`config.mk`:
```
export PLATFORM = sky130hd
export DESIGN_NAME = dflm_monitor
export DESIGN_NICKNAME = d
export VERILOG_FILES = /design/src/rtl/dflm_pkg.sv /design/src/rtl/dflm_monitor.sv
export VERILOG_INCLUDE_DIRS = /design/src /design/src/rtl
export SDC_FILE = /design/constraint.sdc
export NUM_CORES = 1
export LEC_CHECK = 0
export BUFFER_PORTS_ARGS = -buffer_cell sky130_fd_sc_hd__buf_4
export CAP_MARGIN = 25
export CORE_UTILIZATION = 60
export CTS_CLUSTER_SIZE = 14
export DETAILED_ROUTE_END_ITERATION = 10
export PLACE_DENSITY = 0.8
export SYNTH_ARGS = -nofsm -noshare
export SYNTH_HDL_FRONTEND = slang
export SYNTH_SLANG_ARGS = --single-unit
export TNS_END_PERCENT = 1
```
`constraint.sdc`:
```
create_clock -name sys_clk_in -period 5.6 [get_ports sys_clk_in]
set_input_delay 0.56 -clock sys_clk_in [delete_from_list [all_inputs] [get_ports sys_clk_in]]
set_output_delay 0.56 -clock sys_clk_in [all_outputs]
set_load 0.05 [all_outputs]
```
`src/rtl/dflm_params.svh`:
```
// Function
// - fault drops power stage enable at once
// - faults stay latched until explicit reset
// - fault_latched_flag flag high while any fault latched
// - first fault code recorded in status
// - module health indicators red while fault_latched_flag
// - keypad indicator flashes, shows fault source
// - stop acknowledges; escape only clears message
// - reset ignored while cause still present
// - stop clears when cause gone, then run
// - enable toggle or power cycle clears faults
// - independent latch per fault
// - speed error over half scale ten seconds
// - inverse time limit active trips overload
// - contactor feedback false after run command
// - external fault input low, mode selectable
// - input one or two loss trips
// - link loss flag trips
// - keypad unplugged while running locally trips
// - separate over and under voltage faults
// - stall longer than configured duration trips
// - distinct resistor and switch overload faults
// - mask ignored for non maskable faults
`ifndef DFLM_PARAMS_SVH
`define DFLM_PARAMS_SVH
// register byte offsets
`define DFLM_OFS_STATUS     12'h000
`define DFLM_OFS_ACTIVE     12'h004
`define DFLM_OFS_MASK       12'h008
`define DFLM_OFS_CTRL       12'h00C
`define DFLM_OFS_STALL_TIME 12'h010
`define DFLM_OFS_CONT_TIME  12'h014
`define DFLM_OFS_CAUSE      12'h018
// reset values and non maskable fault set
`define DFLM_MASK_RST       16'h0000
`define DFLM_NOMASK         16'h0FFF
`define DFLM_STALL_RST      32'h0000_0064
`define DFLM_CONT_RST       32'h0000_0064
// control fields
`define DFLM_CTRL_EXTMODE   0
`define DFLM_CTRL_MSGCLR    1
// timing
`define DFLM_SPD_ERR_S      10
`define DFLM_CLK_HZ         100000000
`define DFLM_FLASH_CYC      25000000
`endif

```
`src/rtl/dflm_pkg.sv`:
```
package dflm_pkg;
	// fault bit positions, code = position
	typedef enum logic [3:0] {
		DFLM_F_OVERVOLT = 4'h0, DFLM_F_UNDERVOLT = 4'h1, DFLM_F_OVERCUR = 4'h2,
		DFLM_F_HEATSINK = 4'h3, DFLM_F_EXTERNAL = 4'h4, DFLM_F_IN1_LOSS = 4'h5,
		DFLM_F_IN2_LOSS = 4'h6, DFLM_F_STALL = 4'h7, DFLM_F_INVTIME = 4'h8,
		DFLM_F_BRK_RES = 4'h9, DFLM_F_BRK_SW = 4'hA, DFLM_F_KEYPAD = 4'hB,
		DFLM_F_LINK = 4'hC, DFLM_F_CONTACTOR = 4'hD, DFLM_F_SPEED = 4'hE,
		DFLM_F_AMBIENT = 4'hF
	} dflm_fault_t;
	typedef enum logic [1:0] {
		DFLM_ST_RUN_OK = 2'b00, DFLM_ST_FAULT_LATCHED_FLAG = 2'b01, DFLM_ST_CLEARING = 2'b11
	} dflm_state_t;
endpackage : dflm_pkg

```
`src/rtl/dflm_monitor.sv`:
```
`timescale 1ns/1ps
`include "dflm_params.svh"
module dflm_monitor #(
	parameter int NFAULT    = 16,
	parameter int SPD_CYC   = `DFLM_SPD_ERR_S * `DFLM_CLK_HZ,
	parameter int FLASH_CYC = `DFLM_FLASH_CYC
) (
	// clock and reset
	input  wire logic        sys_clk_in,
	input  wire logic        rst_n_in,
	// raw fault conditions
	input  wire logic        overvolt_in,
	input  wire logic        undervolt_in,
	input  wire logic        overcur_in,
	input  wire logic        heatsink_in,
	input  wire logic        ambient_in,
	input  wire logic        ext_fault_supply_in,
	input  wire logic        input1_loss_in,
	input  wire logic        input2_loss_in,
	input  wire logic        motor_still_loaded_in,
	input  wire logic        invtime_limit_in,
	input  wire logic        brake_res_ovld_in,
	input  wire logic        brake_sw_ovld_in,
	input  wire logic        link_loss_flag_in,
	input  wire logic        speed_err_over_half_in,
	// sequencing and keypad
	input  wire logic        run_cmd_in,
	input  wire logic        contactor_feedback_in,
	input  wire logic        local_mode_in,
	input  wire logic        keypad_present_in,
	input  wire logic        stop_key_in,
	input  wire logic        escape_key_in,
	input  wire logic        enable_in,
	// outputs
	output logic             power_enable_out,
	output logic             fault_latched_flag_out,
	output logic             module_health_indicator_out,
	output logic             keypad_health_indicator_out,
	output logic             fault_message_out,
	output logic [3:0]       keypad_fault_source_out,
	// axi4-lite slave
	input  wire logic [11:0] s_axi_awaddr,
	input  wire logic        s_axi_awvalid,
	output logic             s_axi_awready,
	input  wire logic [31:0] s_axi_wdata,
	input  wire logic [3:0]  s_axi_wstrb,
	input  wire logic        s_axi_wvalid,
	output logic             s_axi_wready,
	output logic [1:0]       s_axi_bresp,
	output logic             s_axi_bvalid,
	input  wire logic        s_axi_bready,
	input  wire logic [11:0] s_axi_araddr,
	input  wire logic        s_axi_arvalid,
	output logic             s_axi_arready,
	output logic [31:0]      s_axi_rdata,
	output logic [1:0]       s_axi_rresp,
	output logic             s_axi_rvalid,
	input  wire logic        s_axi_rready
);
	if (NFAULT != 16 || SPD_CYC < 1 || FLASH_CYC < 1 || FLASH_CYC > 33554432) begin : g_bad_par
		$error("dflm_monitor: unsupported parameter");
	end

	// ==================================================
	// registers written by software
	logic [15:0] mask_q;
	logic [31:0] stall_lim_q;
	logic [31:0] cont_lim_q;
	logic        ext_mode_q;
	logic        msg_clr_q;

	// ==================================================
	// timed conditions
	logic [31:0] spd_cnt_q;
	logic [31:0] stall_cnt_q;
	logic [31:0] cont_cnt_q;
	logic        spd_hit;
	logic        stall_hit;
	logic        cont_hit;
	logic        enable_q;
	logic        kp_q;
	logic        toggle_clr;

	// speed error must stay high continuously
	always_ff @(posedge sys_clk_in or negedge rst_n_in) begin
		if (!rst_n_in) spd_cnt_q <= 32'h0000_0000;
		else if (!speed_err_over_half_in) spd_cnt_q <= 32'h0000_0000;
		else if (!spd_hit) spd_cnt_q <= spd_cnt_q + 32'h0000_0001;
	end
	assign spd_hit = (spd_cnt_q >= 32'(SPD_CYC));

	// stall timer, limit in clock cycles
	always_ff @(posedge sys_clk_in or negedge rst_n_in) begin
		if (!rst_n_in) stall_cnt_q <= 32'h0000_0000;
		else if (!motor_still_loaded_in) stall_cnt_q <= 32'h0000_0000;
		else if (!stall_hit) stall_cnt_q <= stall_cnt_q + 32'h0000_0001;
	end
	assign stall_hit = (stall_cnt_q > stall_lim_q);

	// contactor must close within window after run
	always_ff @(posedge sys_clk_in or negedge rst_n_in) begin
		if (!rst_n_in) cont_cnt_q <= 32'h0000_0000;
		else if (!run_cmd_in || contactor_feedback_in) cont_cnt_q <= 32'h0000_0000;
		else if (!cont_hit) cont_cnt_q <= cont_cnt_q + 32'h0000_0001;
	end
	assign cont_hit = (cont_cnt_q >= cont_lim_q);

	// edge history of enable and keypad presence
	always_ff @(posedge sys_clk_in or negedge rst_n_in) begin
		if (!rst_n_in) begin
			enable_q <= 1'b1; // idle level, so no false rising edge after reset
			kp_q     <= 1'b0;
		end else begin
			enable_q <= enable_in;
			kp_q     <= keypad_present_in;
		end
	end
	assign toggle_clr = enable_in && !enable_q;

	// ==================================================
	// fault conditions and latches
	logic [15:0] cond;
	logic [15:0] effective;
	logic [15:0] latch_q;
	logic [3:0]  first_q;
	logic        first_valid_q;
	logic        reset_req;
	logic        cause_gone;

	always_comb begin
		cond = 16'h0000;
		cond[dflm_pkg::DFLM_F_OVERVOLT]  = overvolt_in;
		cond[dflm_pkg::DFLM_F_UNDERVOLT] = undervolt_in;
		cond[dflm_pkg::DFLM_F_OVERCUR]   = overcur_in;
		cond[dflm_pkg::DFLM_F_HEATSINK]  = heatsink_in;
		// mode 0 trips on missing supply, mode 1 on present supply
		cond[dflm_pkg::DFLM_F_EXTERNAL]  = ext_fault_supply_in == ext_mode_q;
		cond[dflm_pkg::DFLM_F_IN1_LOSS]  = input1_loss_in;
		cond[dflm_pkg::DFLM_F_IN2_LOSS]  = input2_loss_in;
		cond[dflm_pkg::DFLM_F_STALL]     = stall_hit;
		cond[dflm_pkg::DFLM_F_INVTIME]   = invtime_limit_in;
		cond[dflm_pkg::DFLM_F_BRK_RES]   = brake_res_ovld_in;
		cond[dflm_pkg::DFLM_F_BRK_SW]    = brake_sw_ovld_in;
		cond[dflm_pkg::DFLM_F_KEYPAD]    = kp_q && !keypad_present_in
			&& run_cmd_in && local_mode_in;
		cond[dflm_pkg::DFLM_F_LINK]      = link_loss_flag_in;
		cond[dflm_pkg::DFLM_F_CONTACTOR] = cont_hit;
		cond[dflm_pkg::DFLM_F_SPEED]     = spd_hit;
		cond[dflm_pkg::DFLM_F_AMBIENT]   = ambient_in;
	end
	// mask honoured only where the fault allows it
	assign effective  = cond & ~(mask_q & ~`DFLM_NOMASK);
	assign reset_req  = stop_key_in || toggle_clr;
	assign cause_gone = (effective == 16'h0000);

	// one latch per fault; a new event wins over a reset
	always_ff @(posedge sys_clk_in or negedge rst_n_in) begin
		if (!rst_n_in) latch_q <= 16'h0000;
		else if (reset_req && cause_gone) latch_q <= 16'h0000;
		else latch_q <= latch_q | effective;
	end

	// first fault code, lowest position wins a tie
	always_ff @(posedge sys_clk_in or negedge rst_n_in) begin
		if (!rst_n_in) begin
			first_q       <= 4'h0;
			first_valid_q <= 1'b0;
		end else if (reset_req && cause_gone) begin
			first_valid_q <= 1'b0;
		end else if (!first_valid_q && effective != 16'h0000) begin
			first_valid_q <= 1'b1;
			for (int i = 15; i >= 0; i--) begin
				if (effective[i]) first_q <= 4'(i);
			end
		end
	end

	// ==================================================
	// trip state
	dflm_pkg::dflm_state_t state_q;
	always_ff @(posedge sys_clk_in or negedge rst_n_in) begin
		if (!rst_n_in) state_q <= dflm_pkg::DFLM_ST_RUN_OK;
		else begin
			case (state_q)
				dflm_pkg::DFLM_ST_RUN_OK: begin
					if (effective != 16'h0000) state_q <= dflm_pkg::DFLM_ST_FAULT_LATCHED_FLAG;
				end
				dflm_pkg::DFLM_ST_FAULT_LATCHED_FLAG: begin
					if (reset_req && cause_gone) state_q <= dflm_pkg::DFLM_ST_CLEARING;
				end
				default: begin
					// one cycle before run may be granted again
					if (effective != 16'h0000) state_q <= dflm_pkg::DFLM_ST_FAULT_LATCHED_FLAG;
					else state_q <= dflm_pkg::DFLM_ST_RUN_OK;
				end
			endcase
		end
	end

	// ==================================================
	// outputs, power cut combines the raw fault to save a cycle
	logic        fault_latched_flag;
	logic [24:0] flash_cnt_q;
	logic        flash_q;
	logic        msg_q;
	assign fault_latched_flag = (latch_q != 16'h0000) || (effective != 16'h0000);

	always_ff @(posedge sys_clk_in or negedge rst_n_in) begin
		if (!rst_n_in) begin
			power_enable_out            <= 1'b0;
			fault_latched_flag_out      <= 1'b0;
			module_health_indicator_out <= 1'b0;
		end else begin
			power_enable_out            <= run_cmd_in && enable_in && !fault_latched_flag
				&& state_q == dflm_pkg::DFLM_ST_RUN_OK;
			fault_latched_flag_out      <= fault_latched_flag;
			module_health_indicator_out <= fault_latched_flag;
		end
	end

	// keypad blink while fault_latched_flag
	always_ff @(posedge sys_clk_in or negedge rst_n_in) begin
		if (!rst_n_in) begin
			flash_cnt_q <= 25'h000_0000;
			flash_q     <= 1'b0;
		end else if (!fault_latched_flag) begin
			flash_cnt_q <= 25'h000_0000;
			flash_q     <= 1'b0;
		end else if (flash_cnt_q >= 25'(FLASH_CYC - 1)) begin
			flash_cnt_q <= 25'h000_0000;
			flash_q     <= !flash_q;
		end else flash_cnt_q <= flash_cnt_q + 25'h000_0001;
	end

	// message shown on trip; escape or software hides it, stop acknowledges
	always_ff @(posedge sys_clk_in or negedge rst_n_in) begin
		if (!rst_n_in) msg_q <= 1'b0;
		else if (effective != 16'h0000 && !first_valid_q) msg_q <= 1'b1;
		else if (escape_key_in || msg_clr_q || (reset_req && cause_gone)) msg_q <= 1'b0;
	end

	always_ff @(posedge sys_clk_in or negedge rst_n_in) begin
		if (!rst_n_in) begin
			keypad_health_indicator_out <= 1'b0;
			keypad_fault_source_out     <= 4'h0;
			fault_message_out           <= 1'b0;
		end else begin
			keypad_health_indicator_out <= keypad_present_in && fault_latched_flag && flash_q;
			keypad_fault_source_out     <= (keypad_present_in && first_valid_q)
				? first_q : 4'h0;
			fault_message_out           <= keypad_present_in && msg_q;
		end
	end

	// ==================================================
	// axi4-lite write channel
	logic        aw_q;
	logic        w_q;
	logic [11:0] awaddr_q;
	logic [31:0] wdata_q;
	logic [3:0]  wstrb_q;
	logic        wr_go;
	logic [11:0] wa;
	assign wr_go = aw_q && w_q && !s_axi_bvalid;
	// decode on the word, byte offset bits ignored
	assign wa    = {awaddr_q[11:2], 2'b00};

	always_ff @(posedge sys_clk_in or negedge rst_n_in) begin
		if (!rst_n_in) begin
			aw_q     <= 1'b0;
			w_q      <= 1'b0;
			awaddr_q <= 12'h000;
			wdata_q  <= 32'h0000_0000;
			wstrb_q  <= 4'h0;
		end else begin
			if (s_axi_awvalid && s_axi_awready) begin
				aw_q     <= 1'b1;
				awaddr_q <= s_axi_awaddr;
			end else if (wr_go) aw_q <= 1'b0;
			if (s_axi_wvalid && s_axi_wready) begin
				w_q     <= 1'b1;
				wdata_q <= s_axi_wdata;
				wstrb_q <= s_axi_wstrb;
			end else if (wr_go) w_q <= 1'b0;
		end
	end

	always_ff @(posedge sys_clk_in or negedge rst_n_in) begin
		if (!rst_n_in) begin
			s_axi_awready <= 1'b0;
			s_axi_wready  <= 1'b0;
			s_axi_bvalid  <= 1'b0;
			s_axi_bresp   <= 2'b00;
		end else begin
			s_axi_awready <= !aw_q && !(s_axi_awvalid && s_axi_awready) && !s_axi_bvalid;
			s_axi_wready  <= !w_q && !(s_axi_wvalid && s_axi_wready) && !s_axi_bvalid;
			if (wr_go) begin
				s_axi_bvalid <= 1'b1;
				if (wa == `DFLM_OFS_MASK || wa == `DFLM_OFS_CTRL
					|| wa == `DFLM_OFS_STALL_TIME || wa == `DFLM_OFS_CONT_TIME)
					s_axi_bresp <= 2'b00;
				else s_axi_bresp <= 2'b10;
			end else if (s_axi_bready) s_axi_bvalid <= 1'b0;
		end
	end

	// register stores, byte lanes honoured
	always_ff @(posedge sys_clk_in or negedge rst_n_in) begin
		if (!rst_n_in) begin
			mask_q      <= `DFLM_MASK_RST;
			stall_lim_q <= `DFLM_STALL_RST;
			cont_lim_q  <= `DFLM_CONT_RST;
			ext_mode_q  <= 1'b0;
			msg_clr_q   <= 1'b0;
		end else begin
			msg_clr_q <= 1'b0;
			if (wr_go) begin
				for (int b = 0; b < 4; b++) begin
					if (wstrb_q[b]) begin
						if (wa == `DFLM_OFS_MASK) begin
							if (b < 2) mask_q[b*8 +: 8] <= wdata_q[b*8 +: 8];
						end else if (wa == `DFLM_OFS_STALL_TIME) begin
							stall_lim_q[b*8 +: 8] <= wdata_q[b*8 +: 8];
						end else if (wa == `DFLM_OFS_CONT_TIME) begin
							cont_lim_q[b*8 +: 8] <= wdata_q[b*8 +: 8];
						end else if (wa == `DFLM_OFS_CTRL && b == 0) begin
							ext_mode_q <= wdata_q[`DFLM_CTRL_EXTMODE];
							msg_clr_q  <= wdata_q[`DFLM_CTRL_MSGCLR];
						end
					end
				end
			end
		end
	end

	// ==================================================
	// axi4-lite read channel
	logic [11:0] ra;
	assign ra = {s_axi_araddr[11:2], 2'b00};
	always_ff @(posedge sys_clk_in or negedge rst_n_in) begin
		if (!rst_n_in) begin
			s_axi_arready <= 1'b0;
			s_axi_rvalid  <= 1'b0;
			s_axi_rdata   <= 32'h0000_0000;
			s_axi_rresp   <= 2'b00;
		end else begin
			s_axi_arready <= !s_axi_rvalid && !(s_axi_arvalid && s_axi_arready);
			if (s_axi_arvalid && s_axi_arready) begin
				s_axi_rvalid <= 1'b1;
				s_axi_rresp  <= 2'b00;
				if (ra == `DFLM_OFS_STATUS)
					s_axi_rdata <= {24'h00_0000, first_valid_q, fault_latched_flag, state_q, first_q};
				else if (ra == `DFLM_OFS_ACTIVE)
					s_axi_rdata <= {16'h0000, latch_q};
				else if (ra == `DFLM_OFS_MASK)
					s_axi_rdata <= {16'h0000, mask_q};
				else if (ra == `DFLM_OFS_CTRL)
					s_axi_rdata <= {31'h0000_0000, ext_mode_q};
				else if (ra == `DFLM_OFS_STALL_TIME)
					s_axi_rdata <= stall_lim_q;
				else if (ra == `DFLM_OFS_CONT_TIME)
					s_axi_rdata <= cont_lim_q;
				else if (ra == `DFLM_OFS_CAUSE)
					s_axi_rdata <= {16'h0000, effective};
				else begin
					s_axi_rdata <= 32'h0000_0000;
					s_axi_rresp <= 2'b10;
				end
			end else if (s_axi_rready) s_axi_rvalid <= 1'b0;
		end
	end
endmodule : dflm_monitor

```
==> results of run 1 <==
## power breakdown
group | switching [W] | leakage [nW] | internal (W)
registers | 0.000226 | 4.27 | 0.00258
clock network | 0.000956 | 0.564 | 0.00137
logic | 0.000523 | 3.73 | 0.000383
## cell usage in the layout (no fill, tap or decap), drive strengths merged, types with 4 or more instances in the layout
cell type	instances
mux2	128
o2111ai	4
nor2b	10
o22ai	4
nor2	144
dfstp	7
nor4	18
o21ai	70
a2111oi	5
xor2	37
a21boi	6
nand2b	14
nand4	51
nand2	112
and2	63
ha	69
mux2i	20
inv	94
clkbuf	47
nor3	22
a222oi	4
or3	11
a21o	4
buf	138
nand3	47
a41oi	4
a21oi	53
a211oi	11
and4	6
xnor2	68
a22oi	24
o21a	4
and3	28
dfrtp	318
clkinv	9
or4	5
a221oi	11
## synthesized netlist by cell type (5+ instances only)
cell	number
nor4_1	14
clkbuf_1	28
and2_1	63
mux2i_1	20
a22oi_1	24
o21ai_1	14
a211oi_1	8
xnor2_1	68
inv_1	92
nand3_1	47
mux2_2	127
and3_1	28
o21ai_0	56
dfstp_2	7
and4_1	6
or3_1	11
nand2b_1	14
a221oi_1	11
ha_1	69
xor2_1	37
buf_1	5
nand4_1	51
buf_2	12
a21oi_1	52
nor3_1	21
nand2_1	108
nor2b_1	10
dfrtp_1	318
nor2_1	139
## kinds of logic after synthesis
group	synth area share
compound gates	0.0905
mux	0.100
other cells	0.000229
simple gates	0.169
flops	0.497
fa+ha+maj	0.0527
buf+inv	0.0342
xor+xnor	0.0562
## layer usage
layer  up-vias  GRT usage  part of all wire
li1       5709          -                 -
met1      6108      0.384              0.43
met2       411      0.484              0.48
met3        87     0.0463             0.059
met4         0      0.108             0.035
met5         -          0                 0
## critical path, cell delays in order, from the launching register on
cell and delay (ns):
dfrtp_1 0.41, ha_1 0.33, a21oi_1 0.16, nand2_1 0.07
a21oi_1 0.27, nand4_1 0.29, o21ai_1 0.75, nor3b_1 0.37
and4b_1 0.73, nor2_1 0.12
## final timing paths
kind	from	cells after the start	slack, ns	to
max in group asynchronous	rst_n_in	2	4.07	stall_cnt_q[5]$_DFFE_PN0P_
hold reg to reg	aw_q$_DFFE_PN0P_	1	0.45	s_axi_awready$_DFF_PN0_
setup / recovery	stall_cnt_q[30]$_DFFE_PN0P_	9	1.92	latch_q[11]$_DFF_PN0_
setup reg to reg	stall_cnt_q[30]$_DFFE_PN0P_	9	1.92	latch_q[11]$_DFF_PN0_
hold / removal	rst_n_in	1	0.11	spd_cnt_q[16]$_DFFE_PN0P_
min in group sys_clk_in	enable_in	1	0.17	enable_q$_DFF_PN1_
## layout make-up
type	count	share of cell area
inverter	92	0.0183
timing repair buffer	139	0.0568
clock buffer	46	0.0515
sequential	325	0.433
multi-input combinational	1088	0.408
clock inverter	16	0.00971
tap	341	0.0227
## state kept, by name, summed over array words and instances (netlist names), 2 cells and up
name,count
first_q,4
spd_cnt_q,32
keypad_fault_source_out,4
stall_lim_q,32
wdata_q,32
wstrb_q,4
cont_cnt_q,32
cont_lim_q,32
awaddr_q,10
state_q,2
latch_q,16
stall_cnt_q,32
flash_cnt_q,25
mask_q,16
s_axi_rdata,32
## per-stage QoR
step | cell area (sq um) | setup WS [ns] | total power (W)
CTS | 18800 | 1.97 | 0.00606
finish | 18800 | 1.92 | 0.00603
global route | 18800 | 1.68 | 0.00627
floorplan | 16400 | 2.91 | 0.00336
global placement | 17700 | 2.08 | 0.00369
detailed placement | 17700 | 1.96 | 0.00373
==> reports/metrics.yaml, run 1 <==
status: "finished, final reports clean"
hold_violations: 0
worstMarginPinSlew_ns: 1.07
syn2layout_area_growth_pct: 14.9
coreArea_sq_um: 26900
worstPathRequired_ns: 5.96
arrival_ns: 4.04
gr-usage-all-layers: 0.290
fin_worst_skew_ns: 0.0274
hpwl_mm: 27.7
synth_top_area_cell: "dfrtp_1"
postRouteAntennaNets: 0
synth_top_cell_area_share: 0.486
power.density_nw_per_um2: 321
cellLeakagePower_nw: 8.56
layout-drive-gt1-share: 0.209
io_pins: 138
hold_class: "in -> async"
synth.distinct_cells: 77
syn_area_sq_um: 16400
multi_input_area_sq_um: 7690
cap_violations: 0
cts.repair.resized: 0
cts_setup_buffers: 0
cts_tree: "built"
setup_viol: 0
cp_max_fo: 17
seqCellArea_sq_um: 8140
max_freq_mhz: 272
avgSynthCellArea_sq_um: 10.5
initial_utilization: 0.609
postCtsHoldBufs: 0
start_kind: "flop"
die_area_sq_um: 28000
cts_max_level: 2
core.rowCount: 60
synth-main-ff-cell: "dfrtp_1"
fin_setup_tns_ns: 0
clockBufferDepth: 3
rsz0062_at_grt: "false"
fillers: 1937
utilization: 0.700
root_buffer: "clkbuf_16"
viasPerCell: 6.02
cts-buffers-inserted: 35
final.period_utilization: 0.657
die_h_um: 167
antenna_found_initial: 0
cts.clk_slew.worst_paths_ns: 0.06
synthCells: 1553
cts.sinks: 325
fin_hold_ws_ns: 0.111
crit_type: "reg -> reg"
synth-edff-count: 0
wl_mm: 39.4
clk_latency_ns: 0.53
post_drt_wl_per_cell_um: 19.2
gp_congestion: 0.942
slew_violations: 0
drtIter0Drc: 1008
port_buffers: 131
synth-seq-cells: 325
drcViolationCount: 0
via_count: 12300
period_minus_slack_ns: 3.68
yosysSeqAreaShare: 0.497
grt_start_max_net_pins: 132
grt_pass1_wl_mm: 64.6
overflow: 0
dp_cells: 1984
ys_warn_count: 0
endpoint_kind: "flop"
die_w_um: 167
drt_first_pass_iters: 5
maxSlewHeadroom: 0.284
peakVddDrop_mv: 0.374
layout.cells.non_filler: 2047
async_reset_ff_frac: 1.00
grt_pass1_vias: 12400
synth_area_leaders: "dfrtp_1 (49%), mux2_2 (8.7%), ha_1 (5.3%), xnor2_1 (3.6%), nor2_1 (3.2%)"
antennaDiodeCount: 0
nNetsFinal: 1838
No activity file was read; power rests on OpenSTA's default activity.
==> inputs of run 2 (changes only) <==
==> constraint.sdc (replaced) <==
create_clock -name sys_clk_in -period 3.5 [get_ports sys_clk_in]
set_input_delay 0.35 -clock sys_clk_in [delete_from_list [all_inputs] [get_ports sys_clk_in]]
set_output_delay 0.35 -clock sys_clk_in [all_outputs]
set_load 0.05 [all_outputs]
==> run 2 against run 1 <==
Net effect: largest power group unchanged; highest routed layer unchanged; largest cell class unchanged; critical endpoint is now stall_cnt_q[30]$_DFFE_PN0P_; hold slack got worse by 0.098 ns; cell area increased by 0.74%; via count increased by 1.3%; power increased by 60%.
==> reports/metrics.yaml, run 2 (synthesis results as in run 1) <==
gp_congestion: 0.969
via_count: 12500
maxSlewHeadroom: 0.330
postRouteAntennaNets: 0
cts-buffers-inserted: 35
endpoint_kind: "flop"
grt_pass1_wl_mm: 65.1
clk_latency_ns: 0.53
cts.sinks: 325
max_freq_mhz: 304
wl_mm: 39.9
coreArea_sq_um: 26900
cts_tree: "built"
die_h_um: 167
root_buffer: "clkbuf_16"
drcViolationCount: 0
port_buffers: 131
final.period_utilization: 0.941
clockBufferDepth: 3
viasPerCell: 6.05
dp_cells: 1996
hpwl_mm: 28.1
setup.worst_path.start: "stall_cnt_q[30]$_DFFE_PN0P_"
io_pins: 138
overflow: 0
antenna_found_initial: 0
antennaDiodeCount: 0
post_drt_wl_per_cell_um: 19.4
drtIter0Drc: 793
seq_power_share: 0.464
status: "finished, final reports clean"
die_area_sq_um: 28000
start_kind: "flop"
grt_start_max_net_pins: 104
cp_max_fo: 14
layout.cells.non_filler: 2063
slew_violations: 0
nNetsFinal: 1853
layout-drive-gt1-share: 0.214
cap_violations: 0
internal-power_w: 0.00692
crit_type: "reg -> reg"
fin_worst_skew_ns: 0.0180
period_minus_slack_ns: 3.29
r2r_start: "stall_cnt_q[30]$_DFFE_PN0P_"
cts_max_level: 2
hold_violations: 0
drt_first_pass_iters: 7
peakVddDrop_mv: 0.526
initial_utilization: 0.609
layout_commonest_cell: "dfrtp_1"
switchingPower_w: 0.00274
clkPwrFrac: 0.378
power.density_nw_per_um2: 510
grt_pass1_vias: 12700
layout_common_cells: "dfrtp_1 (318), buf_4 (146), nor2_1 (139), mux2_2 (127), nand2_1 (107)"
cellLeakagePower_nw: 8.64
worstPathRequired_ns: 3.91
switching_share: 0.284
gr-usage-all-layers: 0.292
hold_class: "in -> reg"
core.rowCount: 60
combPwrFrac: 0.158
finalPower_w: 0.00966
syn2layout_area_growth_pct: 15.8
arrival_ns: 3.70
min_from: "s_axi_rready"
die_w_um: 167
cts.clk_slew.worst_paths_ns: 0.06
setup_viol: 0
fin_setup_tns_ns: 0
rsz0062_at_grt: "false"
worstMarginPinSlew_ns: 1.00
-- run 2: worst paths after layout --
check / endpoint / slack (ns) / cells past startpoint
max: stall_cnt_q[30]$_DFFE_PN0P_ / 0.21 / 10
min: s_axi_rvalid$_DFFE_PN0P_ / 0.01 / 2
max reg2reg: stall_cnt_q[30]$_DFFE_PN0P_ / 0.21 / 10
min reg2reg: s_axi_awready$_DFF_PN0_ / 0.45 / 1
max in group asynchronous: cont_lim_q[5]$_DFFE_PN1P_ / 2.14 / 3
min in group asynchronous: spd_cnt_q[28]$_DFFE_PN0P_ / 0.47 / 2
-- run 2: area by class of cell --
| cell class | count | area (sq um) |
|---|---|---|
| timing repair buffer | 154 | 1220 |
| clock inverter | 12 | 121 |
| inverter | 92 | 345 |
| clock buffer | 51 | 1010 |
| sequential | 325 | 8140 |
| tap | 341 | 427 |
| multi-input combinational | 1088 | 7700 |
| fill | 1967 | 7920 |
-- run 2: timing repair --
item	in CTS	in global routing
endpoints found under the hold margin	100	0
hold buffers	3	0
setup buffers	0	0
resized for setup	0	2
setup endpoints to repair	0	15
-- run 2: worst max-delay path, stage by stage, from the launching register on --
cell       delay [ns]
dfrtp_1          0.43
ha_1             0.35
nand4_1          0.23
nor4_2           0.50
and3_1           0.31
a41oi_1          0.18
a2111oi_4        0.43
buf_4            0.27
nand4_1          0.16
xnor2_1          0.17
and2_1           0.15
-- run 2: stage by stage --
step                setup WS (ns)   util  cell area (sq um)  hold slack (ns)
CTS                         0.226  0.705              18900          0.00405
detailed placement          0.208  0.662              17800            0.443
finish                      0.208  0.705              19000           0.0126
floorplan                   0.809      -              16400           0.0544
global route               0.0264  0.705              19000           0.0119
global placement            0.326  0.662              17800            0.438
-- run 2: power by group through the flow --
stage	sequential (W)	clock, W	combinational (W)
5_1_grt	0.00453	0.00385	0.00164
2_1_floorplan	0.00450	0	0.000880
3_5_place_dp	0.00454	0	0.00148
4_1_cts	0.00448	0.00370	0.00150
6_report	0.00449	0.00365	0.00152
3_3_place_gp	0.00451	0	0.00143
-- run 2: metal layers --
metal | share of wire | GRT usage | vias to the layer above
li1 | - | - | 5747
met1 | 0.41 | 0.379 | 6094
met2 | 0.47 | 0.481 | 527
met3 | 0.073 | 0.0511 | 111
met4 | 0.044 | 0.131 | 0
met5 | 0 | 0 | -
